### config.mk
export PLATFORM = sky130hd
export DESIGN_NAME = wiper_i2c_slave
export DESIGN_NICKNAME = d
export VERILOG_FILES = /design/src/core/wiper_i2c_pkg.sv /design/src/core/wiper_pair_buffer.sv /design/src/core/wiper_i2c_slave.sv
export SDC_FILE = /design/constraint.sdc
export NUM_CORES = 1
export LEC_CHECK = 0
export BUFFER_PORTS_ARGS = -buffer_cell sky130_fd_sc_hd__buf_2
export CAP_MARGIN = 20
export CORE_MARGIN = 1
export CORE_UTILIZATION = 35
export DETAILED_ROUTE_END_ITERATION = 8
export PLACE_DENSITY = 0.52
export SLEW_MARGIN = 40
export SYNTH_ARGS = -nofsm -noshare
export SYNTH_HDL_FRONTEND = slang
export SYNTH_SLANG_ARGS = --single-unit
### constraint.sdc
create_clock -name i_clk -period 2.1 [get_ports i_clk]
set_input_delay 0.21 -clock i_clk [delete_from_list [all_inputs] [get_ports i_clk]]
set_output_delay 0.21 -clock i_clk [all_outputs]
set_load 0.05 [all_outputs]
### src/core/wiper_i2c_pkg.sv
package wiper_i2c_pkg;

  // Two fixed device addresses, no strap pins
  localparam logic [6:0] ADDR_OPTION_LOW = 7'h2E;
  localparam logic [6:0] ADDR_OPTION_HIGH = 7'h3E;
  localparam logic [7:0] CMD_SETTING = 8'h00;

  localparam int SETTING_W = 7;
  localparam logic [6:0] SETTING_RESET = 7'h20;
  localparam logic [6:0] WIPER_FULL = 7'h40;
  localparam logic [6:0] WIPER_LIMIT = 7'h3F;

  localparam logic [2:0] LAST_BIT = 3'h7;
  localparam int BUF_DEPTH = 2;

  typedef enum logic [6:0]
  {
    ST_IDLE = 7'h01,
    ST_ADDR = 7'h02,
    ST_CMD = 7'h04,
    ST_WDATA = 7'h08,
    ST_RDATA = 7'h10,
    ST_RDONE = 7'h20,
    ST_IGNORE = 7'h40
  } slave_state_e;

endpackage

### src/core/wiper_pair_buffer.sv
`timescale 1ns/1ps
`default_nettype none

module wiper_pair_buffer #(
  parameter int WIDTH = 7,
  parameter int DEPTH = 2
) (
  input wire logic i_clk, // System clock
  input wire logic i_resetn, // Async reset, active low
  input wire logic i_in_valid, // Word offered
  output logic o_in_ready, // Space for a word
  input wire logic [WIDTH-1:0] i_in_data, // Word in
  output logic o_out_valid, // Word waiting
  input wire logic i_out_ready, // Drain accepts
  output logic [WIDTH-1:0] o_out_data // Oldest word
);

  localparam int PTR_W = (DEPTH > 1) ? $clog2(DEPTH) : 1;
  localparam int CNT_W = $clog2(DEPTH + 1);

  logic [WIDTH-1:0] mem [DEPTH];
  logic [PTR_W-1:0] wr_ptr;
  logic [PTR_W-1:0] rd_ptr;
  logic [CNT_W-1:0] count;
  logic [PTR_W-1:0] next_wr_ptr;
  logic [PTR_W-1:0] next_rd_ptr;
  logic [CNT_W-1:0] next_count;
  logic push;
  logic pop;

  assign o_in_ready = (count != CNT_W'(DEPTH));
  assign o_out_valid = (count != '0);
  assign o_out_data = mem[rd_ptr];
  assign push = i_in_valid && o_in_ready;
  assign pop = o_out_valid && i_out_ready;

  always_comb
  begin
    next_wr_ptr = wr_ptr;
    next_rd_ptr = rd_ptr;
    next_count = count;
    if (push)
    begin
      next_wr_ptr = (wr_ptr == PTR_W'(DEPTH - 1)) ? '0 : wr_ptr + 1'b1;
    end
    if (pop)
    begin
      next_rd_ptr = (rd_ptr == PTR_W'(DEPTH - 1)) ? '0 : rd_ptr + 1'b1;
    end
    if (push && !pop)
    begin
      next_count = count + 1'b1;
    end
    else if (pop && !push)
    begin
      next_count = count - 1'b1;
    end
  end

  always_ff @(posedge i_clk or negedge i_resetn)
  begin
    if (!i_resetn)
    begin
      wr_ptr <= '0;
      rd_ptr <= '0;
      count <= '0;
    end
    else
    begin
      wr_ptr <= next_wr_ptr;
      rd_ptr <= next_rd_ptr;
      count <= next_count;
    end
  end

  // Storage holds no control meaning, so it needs no reset
  always_ff @(posedge i_clk)
  begin
    if (push)
    begin
      mem[wr_ptr] <= i_in_data;
    end
  end

endmodule

`default_nettype wire

### src/core/wiper_i2c_slave.sv
// Operation
// - SDA falling with SCL high is start
// - SDA changes only while SCL low
// - Acknowledge valid byte on ninth clock
// - Address mismatch leaves SDA high
// - Answer two fixed addresses, bit0 write
// - General call is never acknowledged
// - Restart collision resets serial module
// - SDA rising with SCL high is stop
// - SCL is never held low
// - Malformed transfer leaves setting unchanged
// - Undefined command releases SDA, ignores bus
// - Data byte committed during its acknowledge
// - Partial byte before stop is dropped
// - Written data MSB is ignored
// - Nonzero command code blocks writes
// - Drive all eight read bits, then release
// - Read byte MSB always zero
// - Nonzero command code blocks reads
// - Seven-bit holding register serves both commands
// - Values above 3Fh give full scale
// - Reset loads mid-scale into both registers
// - Start leaves static, stop returns static
`timescale 1ns/1ps
`default_nettype none

module wiper_i2c_slave (
  input wire logic i_clk, // 200 MHz system clock
  input wire logic i_resetn, // Async reset, active low
  input wire logic i_scl, // Bus clock pin, from master
  input wire logic i_sda, // Bus data pin level
  output logic o_sda, // Data pin drive value
  output logic o_sda_oe, // High while pulling data low
  input wire logic i_wiper_ready, // Wiper stage takes a setting
  output logic [6:0] o_setting, // Holding register contents
  output logic [6:0] o_wiper, // Decoded wiper tap
  output logic o_bus_active, // Serial interface active
  output logic o_ignoring, // Waiting for a fresh start
  output logic o_collision // Pulse on restart collision
);

  logic [1:0] scl_pipe;
  logic [1:0] sda_pipe;
  logic scl_d;
  logic sda_d;
  logic scl_rise;
  logic scl_fall;
  logic start_seen;
  logic stop_seen;

  wiper_i2c_pkg::slave_state_e state;
  wiper_i2c_pkg::slave_state_e next_state;
  logic [2:0] bit_cnt;
  logic [2:0] next_bit_cnt;
  logic [7:0] shift;
  logic [7:0] next_shift;
  logic in_ack;
  logic next_in_ack;
  logic sda_oe;
  logic next_sda_oe;
  logic cmd_ok;
  logic next_cmd_ok;
  logic master_nack;
  logic next_master_nack;
  logic active;
  logic next_active;
  logic collision;
  logic next_collision;
  logic [6:0] shr;
  logic [6:0] next_shr;
  logic [6:0] wiper;
  logic [6:0] next_wiper;

  logic [7:0] tx_byte;
  logic [6:0] addr;
  logic addr_match;
  logic push;
  logic buf_in_ready;
  logic buf_out_valid;
  logic [6:0] buf_out_data;

  // Pin inputs cross into the system clock through two flops
  always_ff @(posedge i_clk or negedge i_resetn)
  begin
    if (!i_resetn)
    begin
      scl_pipe <= 2'h3;
      sda_pipe <= 2'h3;
      scl_d <= 1'b1;
      sda_d <= 1'b1;
    end
    else
    begin
      scl_pipe <= {scl_pipe[0], i_scl};
      sda_pipe <= {sda_pipe[0], i_sda};
      scl_d <= scl_pipe[1];
      sda_d <= sda_pipe[1];
    end
  end

  assign scl_rise = scl_pipe[1] && !scl_d;
  assign scl_fall = !scl_pipe[1] && scl_d;
  // SDA sampled only on SCL edges; edges during SCL high are framing
  assign start_seen = scl_pipe[1] && scl_d && sda_d && !sda_pipe[1];
  assign stop_seen = scl_pipe[1] && scl_d && !sda_d && sda_pipe[1];

  assign tx_byte = {1'b0, shr};
  assign addr = shift[7:1];
  assign addr_match = (addr == wiper_i2c_pkg::ADDR_OPTION_LOW)
    || (addr == wiper_i2c_pkg::ADDR_OPTION_HIGH);

  always_comb
  begin
    next_state = state;
    next_bit_cnt = bit_cnt;
    next_shift = shift;
    next_in_ack = in_ack;
    next_sda_oe = sda_oe;
    next_cmd_ok = cmd_ok;
    next_master_nack = master_nack;
    next_active = active;
    next_collision = 1'b0;
    next_shr = shr;
    push = 1'b0;
    if (stop_seen)
    begin
      // Ends any command; a byte not yet acknowledged is lost
      next_state = wiper_i2c_pkg::ST_IDLE;
      next_bit_cnt = '0;
      next_in_ack = 1'b0;
      next_sda_oe = 1'b0;
      next_cmd_ok = 1'b0;
      next_active = 1'b0;
    end
    else if (start_seen)
    begin
      // Start or restart always reframes, even out of the ignore state
      next_state = wiper_i2c_pkg::ST_ADDR;
      next_bit_cnt = '0;
      // The start's own SCL fall would otherwise count as a data bit
      next_in_ack = 1'b1;
      next_sda_oe = 1'b0;
      next_active = 1'b1;
    end
    else
    begin
      case (state)
        wiper_i2c_pkg::ST_IDLE,
        wiper_i2c_pkg::ST_IGNORE:
        begin
          next_sda_oe = 1'b0;
        end
        wiper_i2c_pkg::ST_RDONE:
        begin
          // Only a stop or restart may follow the last read byte
          if ((scl_rise && !sda_pipe[1]) || scl_fall)
          begin
            next_state = wiper_i2c_pkg::ST_IDLE;
            next_cmd_ok = 1'b0;
            next_collision = 1'b1;
          end
        end
        wiper_i2c_pkg::ST_RDATA:
        begin
          if (scl_rise && in_ack)
          begin
            next_master_nack = sda_pipe[1];
          end
          if (scl_fall && !in_ack)
          begin
            if (bit_cnt == wiper_i2c_pkg::LAST_BIT)
            begin
              next_in_ack = 1'b1;
              next_sda_oe = 1'b0;
              next_bit_cnt = '0;
            end
            else
            begin
              next_bit_cnt = bit_cnt + 1'b1;
              next_sda_oe = !tx_byte[3'(wiper_i2c_pkg::LAST_BIT - bit_cnt - 1'b1)];
            end
          end
          else if (scl_fall)
          begin
            next_in_ack = 1'b0;
            next_bit_cnt = '0;
            if (master_nack)
            begin
              next_state = wiper_i2c_pkg::ST_RDONE;
              next_sda_oe = 1'b0;
            end
            else
            begin
              next_sda_oe = !tx_byte[7];
            end
          end
        end
        default:
        begin
          if (scl_rise && !in_ack)
          begin
            next_shift = {shift[6:0], sda_pipe[1]};
          end
          if (scl_fall && in_ack)
          begin
            next_in_ack = 1'b0;
            next_sda_oe = 1'b0;
            next_bit_cnt = '0;
            if (state == wiper_i2c_pkg::ST_RDATA)
            begin
              next_sda_oe = !tx_byte[7];
            end
          end
          else if (scl_fall && bit_cnt != wiper_i2c_pkg::LAST_BIT)
          begin
            next_bit_cnt = bit_cnt + 1'b1;
          end
          else if (scl_fall)
          begin
            // Eighth bit done: the ack slot starts now
            next_in_ack = 1'b1;
            next_sda_oe = 1'b0;
            next_state = wiper_i2c_pkg::ST_IGNORE;
            case (state)
              wiper_i2c_pkg::ST_ADDR:
              begin
                // General call never matches either option
                if (addr_match && !shift[0])
                begin
                  next_sda_oe = 1'b1;
                  next_state = wiper_i2c_pkg::ST_CMD;
                  next_cmd_ok = 1'b0;
                end
                else if (addr_match && cmd_ok)
                begin
                  next_sda_oe = 1'b1;
                  next_state = wiper_i2c_pkg::ST_RDATA;
                  next_master_nack = 1'b0;
                end
              end
              wiper_i2c_pkg::ST_CMD:
              begin
                if (shift == wiper_i2c_pkg::CMD_SETTING)
                begin
                  next_sda_oe = 1'b1;
                  next_cmd_ok = 1'b1;
                  next_state = wiper_i2c_pkg::ST_WDATA;
                end
                else
                begin
                  next_cmd_ok = 1'b0;
                end
              end
              wiper_i2c_pkg::ST_WDATA:
              begin
                // A full buffer refuses the byte rather than losing it
                if (buf_in_ready)
                begin
                  next_sda_oe = 1'b1;
                  next_state = wiper_i2c_pkg::ST_WDATA;
                  next_shr = shift[6:0];
                  push = 1'b1;
                end
              end
              default:
              begin
                next_state = wiper_i2c_pkg::ST_IGNORE;
              end
            endcase
          end
        end
      endcase
    end
  end

  always_ff @(posedge i_clk or negedge i_resetn)
  begin
    if (!i_resetn)
    begin
      state <= wiper_i2c_pkg::ST_IDLE;
      bit_cnt <= '0;
      shift <= 8'h00;
      in_ack <= 1'b0;
      sda_oe <= 1'b0;
      cmd_ok <= 1'b0;
      master_nack <= 1'b0;
      active <= 1'b0;
      collision <= 1'b0;
      shr <= wiper_i2c_pkg::SETTING_RESET;
    end
    else
    begin
      state <= next_state;
      bit_cnt <= next_bit_cnt;
      shift <= next_shift;
      in_ack <= next_in_ack;
      sda_oe <= next_sda_oe;
      cmd_ok <= next_cmd_ok;
      master_nack <= next_master_nack;
      active <= next_active;
      collision <= next_collision;
      shr <= next_shr;
    end
  end

  wiper_pair_buffer #(
    .WIDTH(wiper_i2c_pkg::SETTING_W),
    .DEPTH(wiper_i2c_pkg::BUF_DEPTH)
  ) u_setting_buf (
    .i_clk(i_clk),
    .i_resetn(i_resetn),
    .i_in_valid(push),
    .o_in_ready(buf_in_ready),
    .i_in_data(shift[6:0]),
    .o_out_valid(buf_out_valid),
    .i_out_ready(i_wiper_ready),
    .o_out_data(buf_out_data)
  );

  always_comb
  begin
    next_wiper = wiper;
    if (buf_out_valid && i_wiper_ready)
    begin
      if (buf_out_data > wiper_i2c_pkg::WIPER_LIMIT)
      begin
        next_wiper = wiper_i2c_pkg::WIPER_FULL;
      end
      else
      begin
        next_wiper = buf_out_data;
      end
    end
  end

  always_ff @(posedge i_clk or negedge i_resetn)
  begin
    if (!i_resetn)
    begin
      wiper <= wiper_i2c_pkg::SETTING_RESET;
    end
    else
    begin
      wiper <= next_wiper;
    end
  end

  // Open-drain: only ever pulls low; SCL has no driver at all
  assign o_sda = 1'b0;
  assign o_sda_oe = sda_oe;
  assign o_setting = shr;
  assign o_wiper = wiper;
  assign o_bus_active = active;
  assign o_ignoring = (state == wiper_i2c_pkg::ST_IGNORE);
  assign o_collision = collision;

endmodule

`default_nettype wire

# After elaboration in Yosys (flattened, before gate mapping)
# Memory sizes are Yosys's and may differ from the RTL's.
# Index checks and enable logic that the tools add are counted.
dict set report op_classes {
  n_addsub 7
  n_lt_le_gt_ge 2
  eq_ne 35
  mux 86
  n_bitwise 6
  n_reduce_logical 55
}
# operator n
set op_table {}
lappend op_table {{7-bit two-way mux} 14}
lappend op_table {{1-bit two-way mux} 53}
lappend op_table {{7-bit case mux with 3 select lines} 2}
lappend op_table {{8-bit AND reduction} 3}
lappend op_table {{7-bit by 6-bit equality test with 1-bit output, second input constant} 3}
lappend op_table {{3-bit two-way mux} 7}
lappend op_table {{4-bit inequality test, second input constant} 5}
lappend op_table {{1-bit logical AND} 19}
lappend op_table {{5-bit inequality test, second input constant} 3}
lappend op_table {{5-bit nonzero test} 3}
lappend op_table {{3-bit inequality test, second input constant} 4}
lappend op_table {{2-bit nonzero test} 6}
lappend op_table {{10-bit AND reduction} 1}
lappend op_table {{1-bit logical NOT} 9}
lappend op_table {{8-bit logical NOT} 1}
lappend op_table {{2-bit inequality test, second input constant} 4}
lappend op_table {{1-bit case mux with 2 select lines} 4}
lappend op_table {{4-bit AND reduction} 2}
lappend op_table {{7-bit by 1-bit equality test with 1-bit output, second input constant} 1}
lappend op_table {{7-bit by 2-bit equality test with 1-bit output, second input constant} 1}
lappend op_table {{7-bit by 3-bit equality test with 1-bit output, second input constant} 1}
lappend op_table {{7-bit by 4-bit equality test with 1-bit output, second input constant} 1}
lappend op_table {{7-bit by 5-bit equality test with 1-bit output, second input constant} 1}
lappend op_table {{7-bit equality test, second input constant} 1}
lappend op_table {{other kinds (29)} 42}
dict set report totals {
  reg_bits 48
  ramBits 14
  in_bits 5
  out_inout_bits 19
  word_cells 210
  mem_count 1
}
# name words word_bits read_ports rd_clocked_by_memory_dff wr line
set memory_table {}
lappend memory_table {u_setting_buf.mem 2 7 1 0 1 wiper_pair_buffer.sv:21} ;# logic [WIDTH-1:0] mem [DEPTH];

# Logic depth before layout (Yosys ltp)
dict set report depth {
  ltp_word 14
  ltp_mapped 8
  depth_no_buf 8
}

# Modules after synthesis
# Synthesis repeated with hierarchy kept, for this count alone.
dict set report unflattened {
  cells_unflattened 274
  area_unflattened_um2 3261.9
}
# module instances cells_per_inst area_per_inst_um2 seq_area_each_um2
set by_module_without_submodules {}
lappend by_module_without_submodules {wiper_i2c_slave 1 234 2546.2 1112.3}
lappend by_module_without_submodules {wiper_pair_buffer 1 40 715.7 520.5}

# Worst setup path after synthesis
# No wires, ideal clock.
dict set report synth_path {
  path_kind {flip-flop to output port}
  startpoint {register state[1]}
  endpoint {output o_ignoring}
  arrival_time_ns 2.656
  required_time_ns 1.890
  setup_slack_ns -0.766
  stages_incl_launch_ff 4
  n_path_buf 1
  cell_sequence {dfrtp_1 -> buf_6 -> or4_4 -> nor4b_1}
}
dict set report synth_via {
  elab_chain_len 1
}
# element line
set synth_lines {}
lappend synth_lines {{from (decl)} wiper_i2c_slave.sv:51} ;# wiper_i2c_pkg::slave_state_e state;
lappend synth_lines {{from (signal assigned)} wiper_i2c_slave.sv:280} ;# state <= wiper_i2c_pkg::ST_IDLE;
lappend synth_lines {{from (signal assigned)} wiper_i2c_slave.sv:293} ;# state <= next_state;
lappend synth_lines {{7-bit equality test} wiper_i2c_slave.sv:354} ;# assign o_ignoring = (state == wiper_i2c_pkg::ST_IGNORE);
lappend synth_lines {{to (decl)} wiper_i2c_slave.sv:38} ;# output logic o_ignoring,
# No other way between the ends.

# Final worst setup path
dict set report layout_path {
  startpoint {register state[2]}
  endpoint {register state[2]}
}
dict set report layout_via {
  elab_chain_len 8
  elab_cells_between_ends 24
  cone_classes {14 x eq/ne; 7 x mux; 3 x reduce/logical}
}
# element line
set layout_lines {}
lappend layout_lines {{7-bit by 4-bit equality test with 1-bit output (tied with other cells)} wiper_i2c_slave.sv:224} ;# case (state)
lappend layout_lines {{7-bit case mux with 3 select lines} wiper_i2c_slave.sv:224}
lappend layout_lines {{7-bit two-way mux} wiper_i2c_slave.sv:218} ;# else if (scl_fall)
lappend layout_lines {{7-bit two-way mux} wiper_i2c_slave.sv:214} ;# else if (scl_fall && bit_cnt != wiper_i2c_pkg::LAST_BIT)
lappend layout_lines {{7-bit two-way mux} wiper_i2c_slave.sv:204} ;# if (scl_fall && in_ack)
lappend layout_lines {{7-bit case mux with 3 select lines} wiper_i2c_slave.sv:147} ;# case (state)
lappend layout_lines {{7-bit two-way mux} wiper_i2c_slave.sv:135} ;# else if (start_seen)
lappend layout_lines {{7-bit two-way mux} wiper_i2c_slave.sv:125} ;# if (stop_seen)
# Parallel ways exist; a longest one is shown, timed or not. The select of a mux whose other input is x is not followed.
# A chain may end at the register's enable or synchronous reset.

==> results_dict.tcl <==
set metrics [dict create \
    status "completed" \
    synth_mux_area_share_pct 11.13 \
    timing.rr.end "state[2]" \
    io_pins 24 \
    synth-compound-area-share_pct 13.28 \
    relSlewSlack_pct 57.88 \
    reg2reg_from "state[2]" \
    final_nets 350 \
    dieArea_um2 9378 \
    start_util_pct 36.10 \
    htreeDepth 3 \
    irDropWorstVdd_uv 582.7 \
    num_vias 2375 \
    place_congestion 0.8187 \
    worst_pin_slew_ns 0.6261 \
    rows 34 \
    intPower_uw 2948 \
    leakage_uw 0.001812 \
    die_x_um 96.84 \
    setup_viol 0 \
    end_kind "flip-flop" \
    switchingPower_uw 1404 \
    ys_seq_elements 62 \
    rsz0062_at_grt "true" \
    vias_per_cell 5.231 \
    hold_viol_final 0 \
    path_buf_inv 2 \
    rr_worst_depth 6 \
    crit_start "state[2]" \
    firstDrtPassIters 4 \
    grt_max_degree 20 \
    synth_xor_area_share_pct 3.060 \
    clock_sinks 62 \
    port_buffers 22 \
    overflow 0 \
    synth_area_um2 3148 \
    fin_skew_ns 0.01142 \
    combPwrFrac_pct 34.3 \
    cp.required_ns 2.37 \
    synth_cell_types 64 \
    powerDensity_nw_per_um2 1069 \
    synth_nets 279 \
    diodes 0 \
    drt_wl_total_mm 7.308 \
    fmax_ghz 0.4832 \
    cp_cell_sequence "buf_6 -> or4b_4 -> nor4_4 -> buf_4 -> or3b_1 -> mux2i_1" \
    ys_seq_area_share_pct 51.87 \
    synth_top_family_by_area "simple AND/OR/NAND/NOR gates" \
    path_clk_slew_ns 0.08 \
    clock-root-buffer "clkbuf_8" \
    crit_cells 6 \
    synthAdderAreaFrac_pct 1.590 \
    switching_share_pct 32.26 \
    synthCells 270 \
    synth-edff-count 14 \
    critical_path.top_delay_family "simple AND/OR/NAND/NOR gates" \
    hpwl_mm 5.285 \
    path_max_fanout 7 \
    synthArstFlopShare_pct 77.42 \
    grt_first_pass_wirelength_mm 12.31 \
    drt-wirelength-per-cell_um 16.10 \
    antenna_found_initial 0 \
    core_um2 8721 \
    clk-insertion-delay-late_ns 0.34 \
    drive_gt1_share_pct 40.75 \
    ys_warn_count 0 \
    clockBufferDepth 2 \
    critPathLaunchType "flip-flop" \
    finalMaxSlewViolations 0 \
    cts-buffers-inserted 9 \
    utilization_pct 46.67 \
    post-route-period-util_pct 98.54 \
    track_usage_pct 16.72 \
    areaGrowthSynthToFinish_pct 29.29 \
    path_class "flip-flop to flip-flop" \
    syn_area_per_cell_um2 11.66 \
    die_h_um 96.84 \
    first_global_vias 2358 \
    drc 0 \
    cp.arrival_ns 2.34 \
    final_cell_mix "buf_4 (46), dfrtp_1 (37), mux2_2 (22), buf_2 (21)" \
    seq_power_share_pct 35.0 \
    cap_violations 0 \
    period_minus_slack_ns 2.069 \
    final_common_cell "buf_4" \
    hp-class "primary input to flip-flop" \
    clock_power_share_pct 30.7 \
    postRouteAntennaNets 0 \
    reg2reg_setup_slack_ns 0.03 \
    crit_end "state[2]" \
    cpMaxStageDelayCell "or4b_4" \
    tritoncts "built" \
    slowest_delay_ns 0.50 \
    drt_iter0_drc 169 \
    synth_ff_type "dfrtp_1" \
    setup_tns_ns 0 \
    synthSimpleGateAreaFrac_pct 15.30 \
]
==> area by class of cell <==
class | instances | area (um^2)
fill | 778 | 4651
multi-input combinational | 186 | 1451
tap | 108 | 135.1
clock inverter | 7 | 127.6
inverter | 6 | 22.52
clock buffer | 9 | 123.9
sequential | 62 | 1635
timing repair buffer | 76 | 574.3
==> how the worst min path moves through the flow <==
stage	startpoint	endpoint	slack, ns	cells past startpoint
finish	i_wiper_ready	o_wiper[5]	0.29	5
detailed placement	i_resetn	state[2]	0.16	1
floorplan	i_resetn	bit_cnt[0]	-0.09	0
global route	i_resetn	o_wiper[4]	0.33	2
global placement	i_resetn	o_collision	0.15	1
CTS	i_wiper_ready	o_wiper[5]	0.28	5
==> per-stage QoR <==
step / cells / area [um^2] / worst slack, ns / hold slack, ns / power, uW
finish: 454 / 4070 / 0.03056 / 0.2854 / 4352
global placement: 430 / 3704 / -0.1356 / 0.1550 / 2922
detailed placement: 430 / 3704 / -0.1002 / 0.1609 / 2924
global route: 454 / 4070 / -0.09271 / 0.3258 / 4580
CTS: 452 / 4018 / -0.0001015 / 0.2844 / 4317
floorplan: 270 / 3168 / -0.009562 / -0.08559 / 2408
==> tightest hold or removal path: stages <==
cell	delay, ns
buf_2	0.07
o21ai_1	0.05
buf_4	0.17
nand2_1	0.06
o21ai_0	0.07
==> state kept, by name, summed over array words and instances (netlist names), 2 cells and up <==
register             flops
u_setting_buf.mem       14
shift                    8
o_setting                7
o_wiper                  7
state                    7
bit_cnt                  3
scl_pipe                 2
sda_pipe                 2
u_setting_buf.count      2
==> routing by layer <==
layer  track usage [%]  wire length, um
met4             5.626               89
met5                 0                0
met1             22.57             3500
met2             26.22             3424
met3             4.118              293
==> cells by family after synthesis <==
kind of cell             Yosys count
XOR/XNOR                          11
AO/OA/AOI/OAI                     61
flip-flops                        62
adder cells (fa/ha/maj)            4
multiplexers                      31
other                              1
buffers and inverters             22
AND/OR/NAND/NOR                   78
==> cells in the mapped netlist (all sizes together), types with 2 or more instances <==
| master | n | area, um^2 |
|---|---|---|
| nand3 | 3 | 15.01 |
| a211oi | 3 | 22.52 |
| xor2 | 6 | 52.55 |
| and2 | 3 | 18.77 |
| nor2 | 15 | 58.81 |
| a21boi | 2 | 15.01 |
| a21oi | 12 | 63.81 |
| a31oi | 4 | 25.02 |
| and4 | 2 | 17.52 |
| inv | 6 | 22.52 |
| a211o | 2 | 17.52 |
| dfstp | 9 | 236.5 |
| or4 | 3 | 30.03 |
| nand2 | 14 | 52.55 |
| mux2i | 8 | 80.08 |
| o211ai | 3 | 22.52 |
| o21ai | 17 | 88.83 |
| o32ai | 3 | 26.28 |
| nor4b | 2 | 17.52 |
| clkbuf | 6 | 22.52 |
| nor3b | 2 | 15.01 |
| dfrtp | 39 | 975.9 |
| buf | 10 | 70.06 |
| xnor2 | 5 | 43.79 |
| mux2 | 22 | 247.7 |
| edfxtp | 14 | 420.4 |
| nor3 | 2 | 10.01 |
| and3 | 5 | 31.28 |
| nor4 | 7 | 80.07 |
| nand2b | 7 | 43.79 |
| or3 | 2 | 12.51 |
| ha | 4 | 50.05 |
| o21a | 2 | 15.01 |
| or3b | 2 | 17.52 |
| nor2b | 5 | 31.28 |
==> what timing repair did <==
action                                  in CTS  in global routing
endpoints found under the setup margin       7                 26
hold endpoints to repair                    14                  0
pin swaps                                    3                  3
hold buffers                                 3                  0
gates resized for setup                      3                 10
setup buffers                                3                  2
==> power groups by stage <==
stage | logic, uW | clock network, uW | registers, uW
detailed placement | 1380 | 0 | 1540
floorplan | 831 | 0 | 1580
global placement | 1390 | 0 | 1540
CTS | 1430 | 1370 | 1520
global route | 1610 | 1430 | 1540
finish | 1490 | 1330 | 1520
Note: power is estimated with default switching activity, not from simulation.
